## src/logic/plc_pkg.sv

```systemverilog
// constants for the led pulse-width modulator and colour cycle
//
// Notes on behaviour
// single-channel setup drives the blue led element from the modulator output
// default single channel blinks at 1 Hz with 50 percent duty
// period value sets frequency; compare value sets duty independently
// counter advances on a 10 kHz counting clock enable
// colour setup drives red, green and blue from three independent channels
// seven colours, violet through red, each held one second
// colours change only compare values; periods stay fixed
// count 0..period then wrap; output high while count below compare; 16-bit fields
package plc_pkg;
  // ==========================================================================
  // timing
  localparam int unsigned CLK_HZ = 100000000;
  localparam int unsigned COUNT_HZ = 10000;
  localparam int unsigned COUNT_DIV = CLK_HZ / COUNT_HZ;
  localparam int unsigned DIV_W = 14;
  localparam logic [DIV_W-1:0] DIV_LAST = DIV_W'(COUNT_DIV - 1);
  // ==========================================================================
  // field widths and defaults
  localparam int unsigned CNT_W = 16;
  localparam logic [CNT_W-1:0] BLINK_PERIOD = 16'h2710;
  localparam logic [CNT_W-1:0] BLINK_COMPARE = 16'h1388;
  // one colour step lasts one second of the counting clock
  localparam logic [CNT_W-1:0] COLOUR_PERIOD = 16'h00ff;
  localparam logic [CNT_W-1:0] HOLD_TICKS_LAST = 16'h270f;
  localparam int unsigned N_COLOURS = 7;
  localparam int unsigned N_CH = 3;
  // ==========================================================================
  // modes
  typedef enum logic {
    PLC_MODE_BLINK,
    PLC_MODE_COLOUR
  } plc_mode_t;
  // colour index order: violet indigo blue green yellow orange red
  localparam logic [2:0] COLOUR_LAST = 3'h6;
endpackage

```

## src/logic/plc_channel.sv

```systemverilog
// one left-aligned pulse-width channel with 16-bit period and compare
`timescale 1ns/1ps
module plc_channel (
  input wire logic clk_sys_in,
  input wire logic reset_in,
  input wire logic tick_in,
  input wire logic [plc_pkg::CNT_W-1:0] period_in,
  input wire logic [plc_pkg::CNT_W-1:0] compare_in,
  output logic pwm_out
);
  logic [plc_pkg::CNT_W-1:0] count_q;
  logic [plc_pkg::CNT_W-1:0] count_d;
  logic pwm_q;
  wire logic at_top = (count_q >= period_in);
  // ==========================================================================
  // counter advances only on the counting enable, wraps after period
  assign count_d = at_top ? '0 : count_q + 16'h0001;
  always_ff @(posedge clk_sys_in) begin
    if (reset_in) begin
      count_q <= '0;
      pwm_q <= 1'b0;
    end else if (tick_in) begin
      count_q <= count_d;
      pwm_q <= (count_d < compare_in); // see R8
    end
  end
  assign pwm_out = pwm_q;
endmodule

```

## src/logic/plc_top.sv

```systemverilog
// led pulse-width modulator: blue blink mode and seven-colour cycle mode
`timescale 1ns/1ps
module plc_top (
  input wire logic clk_sys_in,
  input wire logic reset_in,
  input wire logic mode_colour_in,
  input wire logic [plc_pkg::CNT_W-1:0] blink_period_in,
  input wire logic [plc_pkg::CNT_W-1:0] blink_compare_in,
  input wire logic use_defaults_in,
  output logic red_led_drive_out,
  output logic green_led_drive_out,
  output logic blue_led_drive_out,
  output logic [2:0] colour_index_out
);
  // ==========================================================================
  // 10 kHz counting enable from the system clock
  logic [plc_pkg::DIV_W-1:0] div_q;
  wire logic tick = (div_q == plc_pkg::DIV_LAST);
  always_ff @(posedge clk_sys_in) begin
    if (reset_in) begin
      div_q <= '0;
    end else begin
      div_q <= tick ? '0 : div_q + 14'h0001;
    end
  end
  // ==========================================================================
  // mode: a change restarts channels so the new pattern begins cleanly
  plc_pkg::plc_mode_t mode_q;
  wire plc_pkg::plc_mode_t mode_sel =
    mode_colour_in ? plc_pkg::PLC_MODE_COLOUR : plc_pkg::PLC_MODE_BLINK;
  wire logic mode_chg = (mode_sel != mode_q);
  wire logic ch_reset = reset_in | mode_chg;
  always_ff @(posedge clk_sys_in) begin
    if (reset_in) begin
      mode_q <= plc_pkg::PLC_MODE_BLINK;
    end else begin
      mode_q <= mode_sel;
    end
  end
  wire logic colour_mode = (mode_q == plc_pkg::PLC_MODE_COLOUR);
  // ==========================================================================
  // colour step timer: one second per colour
  logic [plc_pkg::CNT_W-1:0] hold_q;
  logic [2:0] colour_q;
  wire logic hold_done = tick & (hold_q == plc_pkg::HOLD_TICKS_LAST);
  always_ff @(posedge clk_sys_in) begin
    if (ch_reset) begin
      hold_q <= '0;
      colour_q <= '0;
    end else if (colour_mode && tick) begin
      hold_q <= hold_done ? '0 : hold_q + 16'h0001;
      if (hold_done) begin
        colour_q <= (colour_q == plc_pkg::COLOUR_LAST) ? 3'h0 : colour_q + 3'h1;
      end
    end
  end
  assign colour_index_out = colour_q;
  // ==========================================================================
  // colour table: compare values only, period fixed for every colour
  logic [plc_pkg::CNT_W-1:0] cmp_r;
  logic [plc_pkg::CNT_W-1:0] cmp_g;
  logic [plc_pkg::CNT_W-1:0] cmp_b;
  always_comb begin
    unique case (colour_q)
      3'h0: begin cmp_r = 16'h008f; cmp_g = 16'h0000; cmp_b = 16'h00ff; end
      3'h1: begin cmp_r = 16'h004b; cmp_g = 16'h0000; cmp_b = 16'h0082; end
      3'h2: begin cmp_r = 16'h0000; cmp_g = 16'h0000; cmp_b = 16'h0100; end
      3'h3: begin cmp_r = 16'h0000; cmp_g = 16'h0100; cmp_b = 16'h0000; end
      3'h4: begin cmp_r = 16'h0100; cmp_g = 16'h0100; cmp_b = 16'h0000; end
      3'h5: begin cmp_r = 16'h0100; cmp_g = 16'h0080; cmp_b = 16'h0000; end
      3'h6: begin cmp_r = 16'h0100; cmp_g = 16'h0000; cmp_b = 16'h0000; end
      default: begin cmp_r = 16'h0000; cmp_g = 16'h0000; cmp_b = 16'h0000; end
    endcase
  end
  // ==========================================================================
  // per-channel period and compare selection
  wire logic [plc_pkg::CNT_W-1:0] blink_per =
    use_defaults_in ? plc_pkg::BLINK_PERIOD : blink_period_in; // see R2
  wire logic [plc_pkg::CNT_W-1:0] blink_cmp =
    use_defaults_in ? plc_pkg::BLINK_COMPARE : blink_compare_in; // see R2
  logic [plc_pkg::CNT_W-1:0] per [plc_pkg::N_CH];
  logic [plc_pkg::CNT_W-1:0] cmp [plc_pkg::N_CH];
  logic [plc_pkg::N_CH-1:0] pwm;
  assign per[0] = plc_pkg::COLOUR_PERIOD;
  assign per[1] = plc_pkg::COLOUR_PERIOD;
  // blink default: period value 10000 is loaded as 9999, so 10000 ticks including wrap -> 1 Hz
  assign per[2] = colour_mode ? plc_pkg::COLOUR_PERIOD : blink_per - 16'h0001;
  assign cmp[0] = cmp_r;
  assign cmp[1] = cmp_g;
  assign cmp[2] = colour_mode ? cmp_b : blink_cmp;
  genvar i;
  generate
    for (i = 0; i < plc_pkg::N_CH; i++) begin : g_ch
      plc_channel u_ch (
        .clk_sys_in(clk_sys_in),
        .reset_in(ch_reset),
        .tick_in(tick),
        .period_in(per[i]),
        .compare_in(cmp[i]),
        .pwm_out(pwm[i])
      );
    end
  endgenerate
  // red and green stay dark in blink mode
  assign red_led_drive_out = colour_mode & pwm[0];
  assign green_led_drive_out = colour_mode & pwm[1];
  assign blue_led_drive_out = pwm[2];
endmodule
```

## config.mk

```make
export PLATFORM = sky130hd
export DESIGN_NAME = plc_top
export DESIGN_NICKNAME = d
export VERILOG_FILES = /design/src/logic/plc_pkg.sv /design/src/logic/plc_channel.sv /design/src/logic/plc_top.sv
export SDC_FILE = /design/constraint.sdc
export NUM_CORES = 1
export LEC_CHECK = 0
export ABC_AREA = 1
export BUFFER_PORTS_ARGS = -buffer_cell sky130_fd_sc_hd__buf_4
export CAP_MARGIN = 20
export CELL_PAD_IN_SITES_DETAIL_PLACEMENT = 1
export CELL_PAD_IN_SITES_GLOBAL_PLACEMENT = 1
export CORE_MARGIN = 2
export CORE_UTILIZATION = 44
export CTS_CLUSTER_DIAMETER = 50
export DETAILED_ROUTE_END_ITERATION = 6
export GPL_ROUTABILITY_DRIVEN = 0
export PLACE_DENSITY_LB_ADDON = 0.1
export SYNTH_ARGS = -nofsm -noshare
export SYNTH_HDL_FRONTEND = slang
export SYNTH_SLANG_ARGS = --single-unit
export TNS_END_PERCENT = 50
```

## constraint.sdc

```tcl
create_clock -name clk_sys_in -period 4.7 [get_ports clk_sys_in]
set_input_delay 0.705 -clock clk_sys_in [delete_from_list [all_inputs] [get_ports clk_sys_in]]
set_output_delay 0.705 -clock clk_sys_in [all_outputs]
set_load 0.02 [all_outputs]
```

# Word-level counts from Yosys, hierarchy flattened
# Index checks and enable logic that the tools add are counted.
# classes
n_lt_le_gt_ge	6
n_mux	13
n_reduce_logical	6
n_addsub	7
n_bitwise	4
n_eq_ne	9
# ops
operator	n
16-bit two-way mux	8
16-bit by 1-bit adder with 16-bit output (second input constant)	4
9-bit case mux with 3 select lines	2
16-bit by 8-bit greater-or-equal comparator with 1-bit output (second input constant)	2
16-bit by 9-bit less-than comparator with 1-bit output	2
9-bit case mux with 2 select lines	1
16-bit by 14-bit == test with 1-bit output (second input constant)	1
16-bit greater-or-equal comparator	1
16-bit less-than comparator	1
16-bit by 1-bit subtractor with 16-bit output (second input constant)	1
14-bit by 1-bit adder with 14-bit output (second input constant)	1
14-bit == test (second input constant)	1
3-bit == test (second input constant)	3
3-bit by 2-bit == test with 1-bit output (second input constant)	2
2-bit OR reduction	2
3-bit by 1-bit adder with 3-bit output (second input constant)	1
1-bit AND	3
3-bit by 1-bit == test with 1-bit output (second input constant)	1
3-bit logical NOT	1
3-bit two-way mux	1
3-bit OR reduction	1
2-bit AND reduction	1
1-bit logical AND	1
1-bit two-way mux	1
other kinds (2)	2
# totals
regBits	85
in_bits	36
output_inout_bits	6
wordCells	55

# Depth between registers and ports, before layout
# logic_depth
ltp_word	6
ltp_mapped	35
depth_no_buf	34

# Hierarchy
# From an unflattened synthesis, not the netlist that was laid out.
# hier_totals
hier_cells	1271
hier_area_um2	8142.8
# modules_own_cells
module	n_inst	cells_per_inst	area_each_um2	seq_area_each_um2
plc_channel	3	276	1850.5	340.3
plc_top	1	443	2591.2	680.7

# Worst setup path before layout
# No wires, ideal clock.
# synth_timing
path_kind	input-to-reg
from	input use_defaults_in
to	register g_ch[2].u_ch.pwm_q
setup_slack_ns	0.603
required_ns	4.629
stages	31
n_path_buf	1
t_arrival_ns	4.026
path_cell_list	nor2_1 > nand2_1 > nor2_1 > nand2_1 > nor2_2 > inv_2 > nor2_4 > nand2_2 > inv_2 > nand2_2 > nor3_4 > nand3_1 > a21oi_1 > o21ai_1 > ha_1 > a21oi_1 > o21ai_0 > nor2_1 > nand2_1 > inv_1 > clkbuf_1 > nand3_1 > inv_1 > ha_1 > a21oi_1 > nor2_1 > a211oi_1 > o221ai_1 > nor2_1 > nand2_1 > a21oi_1
# synth_between
elab_chain_cells	6
elab_cells_between_ends	8
classes_between	add/sub: 1; order compare: 2; mux: 5
# synth_lines
item	line	rtl
from (decl)	plc_top.sv:9	input wire logic use_defaults_in,
16-bit two-way mux	plc_top.sv:78	use_defaults_in ? plc_pkg::BLINK_PERIOD : blink_period_in;
16-bit by 1-bit subtractor with 16-bit output	plc_top.sv:87	assign per[2] = colour_mode ? plc_pkg::COLOUR_PERIOD : blink_per - 16'h0001;
16-bit two-way mux	plc_top.sv:87	
16-bit greater-or-equal comparator	plc_channel.sv:14	wire logic at_top = (count_q >= period_in);
16-bit two-way mux	plc_channel.sv:17	assign count_d = at_top ? '0 : count_q + 16'h0001;
net g_ch[2].u_ch.count_d (one bit)	plc_channel.sv:12	logic [plc_pkg::CNT_W-1:0] count_d;
16-bit less-than comparator	plc_channel.sv:24	pwm_q <= (count_d < compare_in);
to (signal assigned)	plc_channel.sv:24	
to (decl)	plc_channel.sv:13	logic pwm_q;
# The timed path passes the listed nets, and every way through them passes these cells.
# A chain may end at the register's enable or synchronous reset.

# Worst setup path after layout
# Same ends and word-level chain as after synthesis.

==> impl_metrics.json <==
{
  "status": "complete, no violations",
  "critPathLaunchType": "input port",
  "dr.pass1.iters": 4,
  "tritoncts": "yes",
  "regToRegEndpoint": "g_ch[2].u_ch.pwm_out",
  "grt_pass1_wl_mm": 25.59,
  "core.rowCount": 40,
  "die_y_um": 115.4,
  "r2r_slack_ns": 1.02,
  "maxSlewViolCount": 0,
  "antenna_found_initial": 0,
  "worstSetupPathType": "input port to flip-flop",
  "core_area_mm2": 0.01206,
  "p_leak_nw": 2.844,
  "hpwl_mm": 11.86,
  "wl_mm": 15.39,
  "clock_sinks": 85,
  "ctsHoldBuffers": 0,
  "cts_buffer_depth": 2,
  "vias_per_cell": 5.193,
  "area_growth_pct": 15.15,
  "synth_cells": 815,
  "min_to": "g_ch[0].u_ch.count_q[10]",
  "nets": 936,
  "skew_ns": 0.004586,
  "final_area_mm2": 0.006287,
  "htree_levels": 3,
  "ys_ff_latch": 85,
  "antenna_cells": 0,
  "relSlewSlack": 0.5965,
  "cts_buffers": 9,
  "worstPathBufferInverterCount": 6,
  "overflow": 0,
  "min_period_ns": 4.286,
  "die-area_mm2": 0.01332,
  "ir_drop_uv": 180.5,
  "drt_iter0_drc": 209,
  "clk_pin_slew_worst_paths_ns": 0.07,
  "synth.avg_cell_area_um2": 6.700,
  "die_x_um": 115.4,
  "port_buffers": 41,
  "placed_area_mm2": 0.005953,
  "grt_max_degree": 43,
  "hp-start": "g_ch[0].u_ch.count_q[10]",
  "synth-seq-area-share": 0.3116,
  "pre_cts_slack_ns": -0.08787,
  "cpPeakStageDelay_ns": 0.33,
  "drive_above_1_share": 0.1196,
  "cp_data_required_time_ns": 4.98,
  "finalHoldViolCount": 0,
  "num_vias": 5344,
  "finalWorstSetupSlack_ns": 0.4135,
  "timing.final.crit_share": 0.9120,
  "grt_pass1_vias": 5477,
  "rsz0062_at_grt": "false",
  "yosys_warnings": 0,
  "grt_usage": 0.2407,
  "cts-root-buf": "clkbuf_16",
  "worstRegToRegCells": 22,
  "max-cap-violations": 0,
  "syn_area_mm2": 0.005460,
  "io_pins": 42,
  "min_path_type": "flip-flop to flip-flop",
  "drc": 0,
  "worst-path-max-fanout": 16,
  "crit_path_top_delay_cell": "ha_1",
  "drtAntennaViolNets": 0,
  "max_freq_mhz": 233.3,
  "power_density_mw_per_mm2": 258.3,
  "post_drt_wl_per_cell_um": 14.96,
  "worstPathArrival_ns": 4.56,
  "setup_viol": 0,
  "insertion_delay_ns": 0.34,
  "rr_startpoint": "colour_mode",
  "hold_ws_ns": 0.4394,
  "cp_top_family": "simple AND/OR/NAND/NOR gates",
  "synth_cell_types": 44,
  "start_util": 0.4527,
  "hold_depth": 2,
  "endpoint_kind": "flip-flop",
  "worst_slew_pin_slew_ns": 0.6046
}
-- worst min-delay path, stage by stage (launching register included) --
cell and delay, ns:
dfxtp_1 0.31, nand2_1 0.06, nor2_1 0.03
-- area by class of cell --
type,count,area (um^2)
clock buffers,10,229.0
clock inverters,6,86.33
fillers,1600,5774
inverters,124,467.9
multi-input cells,588,3232
flip-flops and latches,85,1702
well taps,168,210.2
repair buffers,48,360.3
-- state kept, by name (all words and copies together) (netlist names) --
name and count:
colour_index_out 3, g_ch.u_ch.count_q 48, g_ch.u_ch.pwm_out 3, hold_q 16
colour_mode 1, div_q 14
-- routing by layer --
layer	share of wire	vias to the layer above	global-route usage	wire length, um
met4	0.0094	0	0.05060	145
li1	-	2729	-	-
met2	0.50	50	0.4374	7702
met1	0.47	2552	0.2972	7161
met5	0	-	0	0
met3	0.025	13	0.04164	383
-- repair_timing --
item	4_1_cts	5_1_grt
endpoints found under the setup margin	0	1
gates resized for setup	0	4
setup buffers	0	1
-- cells in the mapped netlist, drive strengths merged --
| master | n | share of area |
|---|---|---|
| xor2 | 11 | 0.018 |
| o21ai | 63 | 0.058 |
| o22ai | 1 | 0.0011 |
| buf | 5 | 0.0039 |
| o31ai | 1 | 0.0014 |
| dfxtp | 85 | 0.31 |
| ha | 44 | 0.10 |
| inv | 123 | 0.085 |
| nand3b | 1 | 0.0014 |
| a311oi | 1 | 0.0016 |
| nand3 | 35 | 0.034 |
| or2 | 2 | 0.0023 |
| nor2 | 116 | 0.091 |
| clkinv | 1 | 0.00069 |
| o21a | 2 | 0.0027 |
| a21oi | 71 | 0.065 |
| a211oi | 6 | 0.0082 |
| a21o | 2 | 0.0027 |
| conb | 1 | 0.00069 |
| clkbuf | 14 | 0.0096 |
| nor4 | 6 | 0.0096 |
| a31oi | 4 | 0.0046 |
| a22oi | 1 | 0.0014 |
| o221ai | 1 | 0.0016 |
| xnor2 | 2 | 0.0032 |
| nor3 | 33 | 0.039 |
| o211ai | 1 | 0.0014 |
| nand2 | 165 | 0.12 |
| nor3b | 6 | 0.0082 |
| nand4 | 11 | 0.015 |
-- layout by cell type (no fill, tap or decap), types with 2 or more instances in the layout --
cell type / count
nand2_1: 158
inv_1: 114
nor2_1: 105
dfxtp_1: 85
a21oi_1: 71
o21ai_0: 59
buf_4: 48
ha_1: 44
nand3_1: 33
nor3_1: 27
xor2_1: 11
nand4_1: 9
clkbuf_16: 9
inv_2: 8
nand2_2: 6
nor3b_1: 6
nor2_2: 6
a211oi_1: 6
nor4_1: 5
a31oi_1: 4
nor2_4: 4
nor3_4: 4
o21ai_1: 4
nor3_2: 2
or2_2: 2
a21o_1: 2
nand3_2: 2
nand4_2: 2
xnor2_1: 2
o21a_1: 2
conb_1: 2
clkinv_2: 2
bufinv_16: 2
-- worst max path at each step --
stage	from	endpoint	slack, ns	cells after the start
after floorplan	use_defaults_in	g_ch[2].u_ch.pwm_out	0.60	31
after global placement	use_defaults_in	g_ch[2].u_ch.pwm_out	0.26	31
after detailed placement	use_defaults_in	g_ch[2].u_ch.pwm_out	-0.09	31
after CTS	use_defaults_in	g_ch[2].u_ch.pwm_out	0.26	32
after global routing	use_defaults_in	g_ch[2].u_ch.pwm_out	0.005	32
final	use_defaults_in	g_ch[2].u_ch.pwm_out	0.41	31
-- kinds of logic (layout without fill, tap and decap cells) --
kind of cell,count (synthesis),after routing,synth area share
other,1,2,0.0006868
XOR/XNOR,13,13,0.02085
AND/OR/NAND/NOR,375,375,0.3171
flip-flops,85,85,0.3116
buffers and inverters,143,188,0.09922
adder cells (fa/ha/maj),44,44,0.1008
AO/OA/AOI/OAI,154,154,0.1496
-- report_power, final --
part	total (mW)	switching, mW	internal, mW
Sequential	0.724	0.00161	0.723
Combinational	0.129	0.0789	0.0502
Clock	0.771	0.305	0.466
-- stage by stage --
stage	power (mW)	utilization	std cells	TNS, ns
after floorplan	0.8149	-	816	0
after global placement	0.8624	0.4936	1012	0
after detailed placement	0.8685	0.4936	1012	-0.08787
after CTS	1.643	0.5197	1028	0
after global routing	1.686	0.5213	1029	0
final	1.624	0.5213	1029	0
Power figures use the tool's default switching activity.
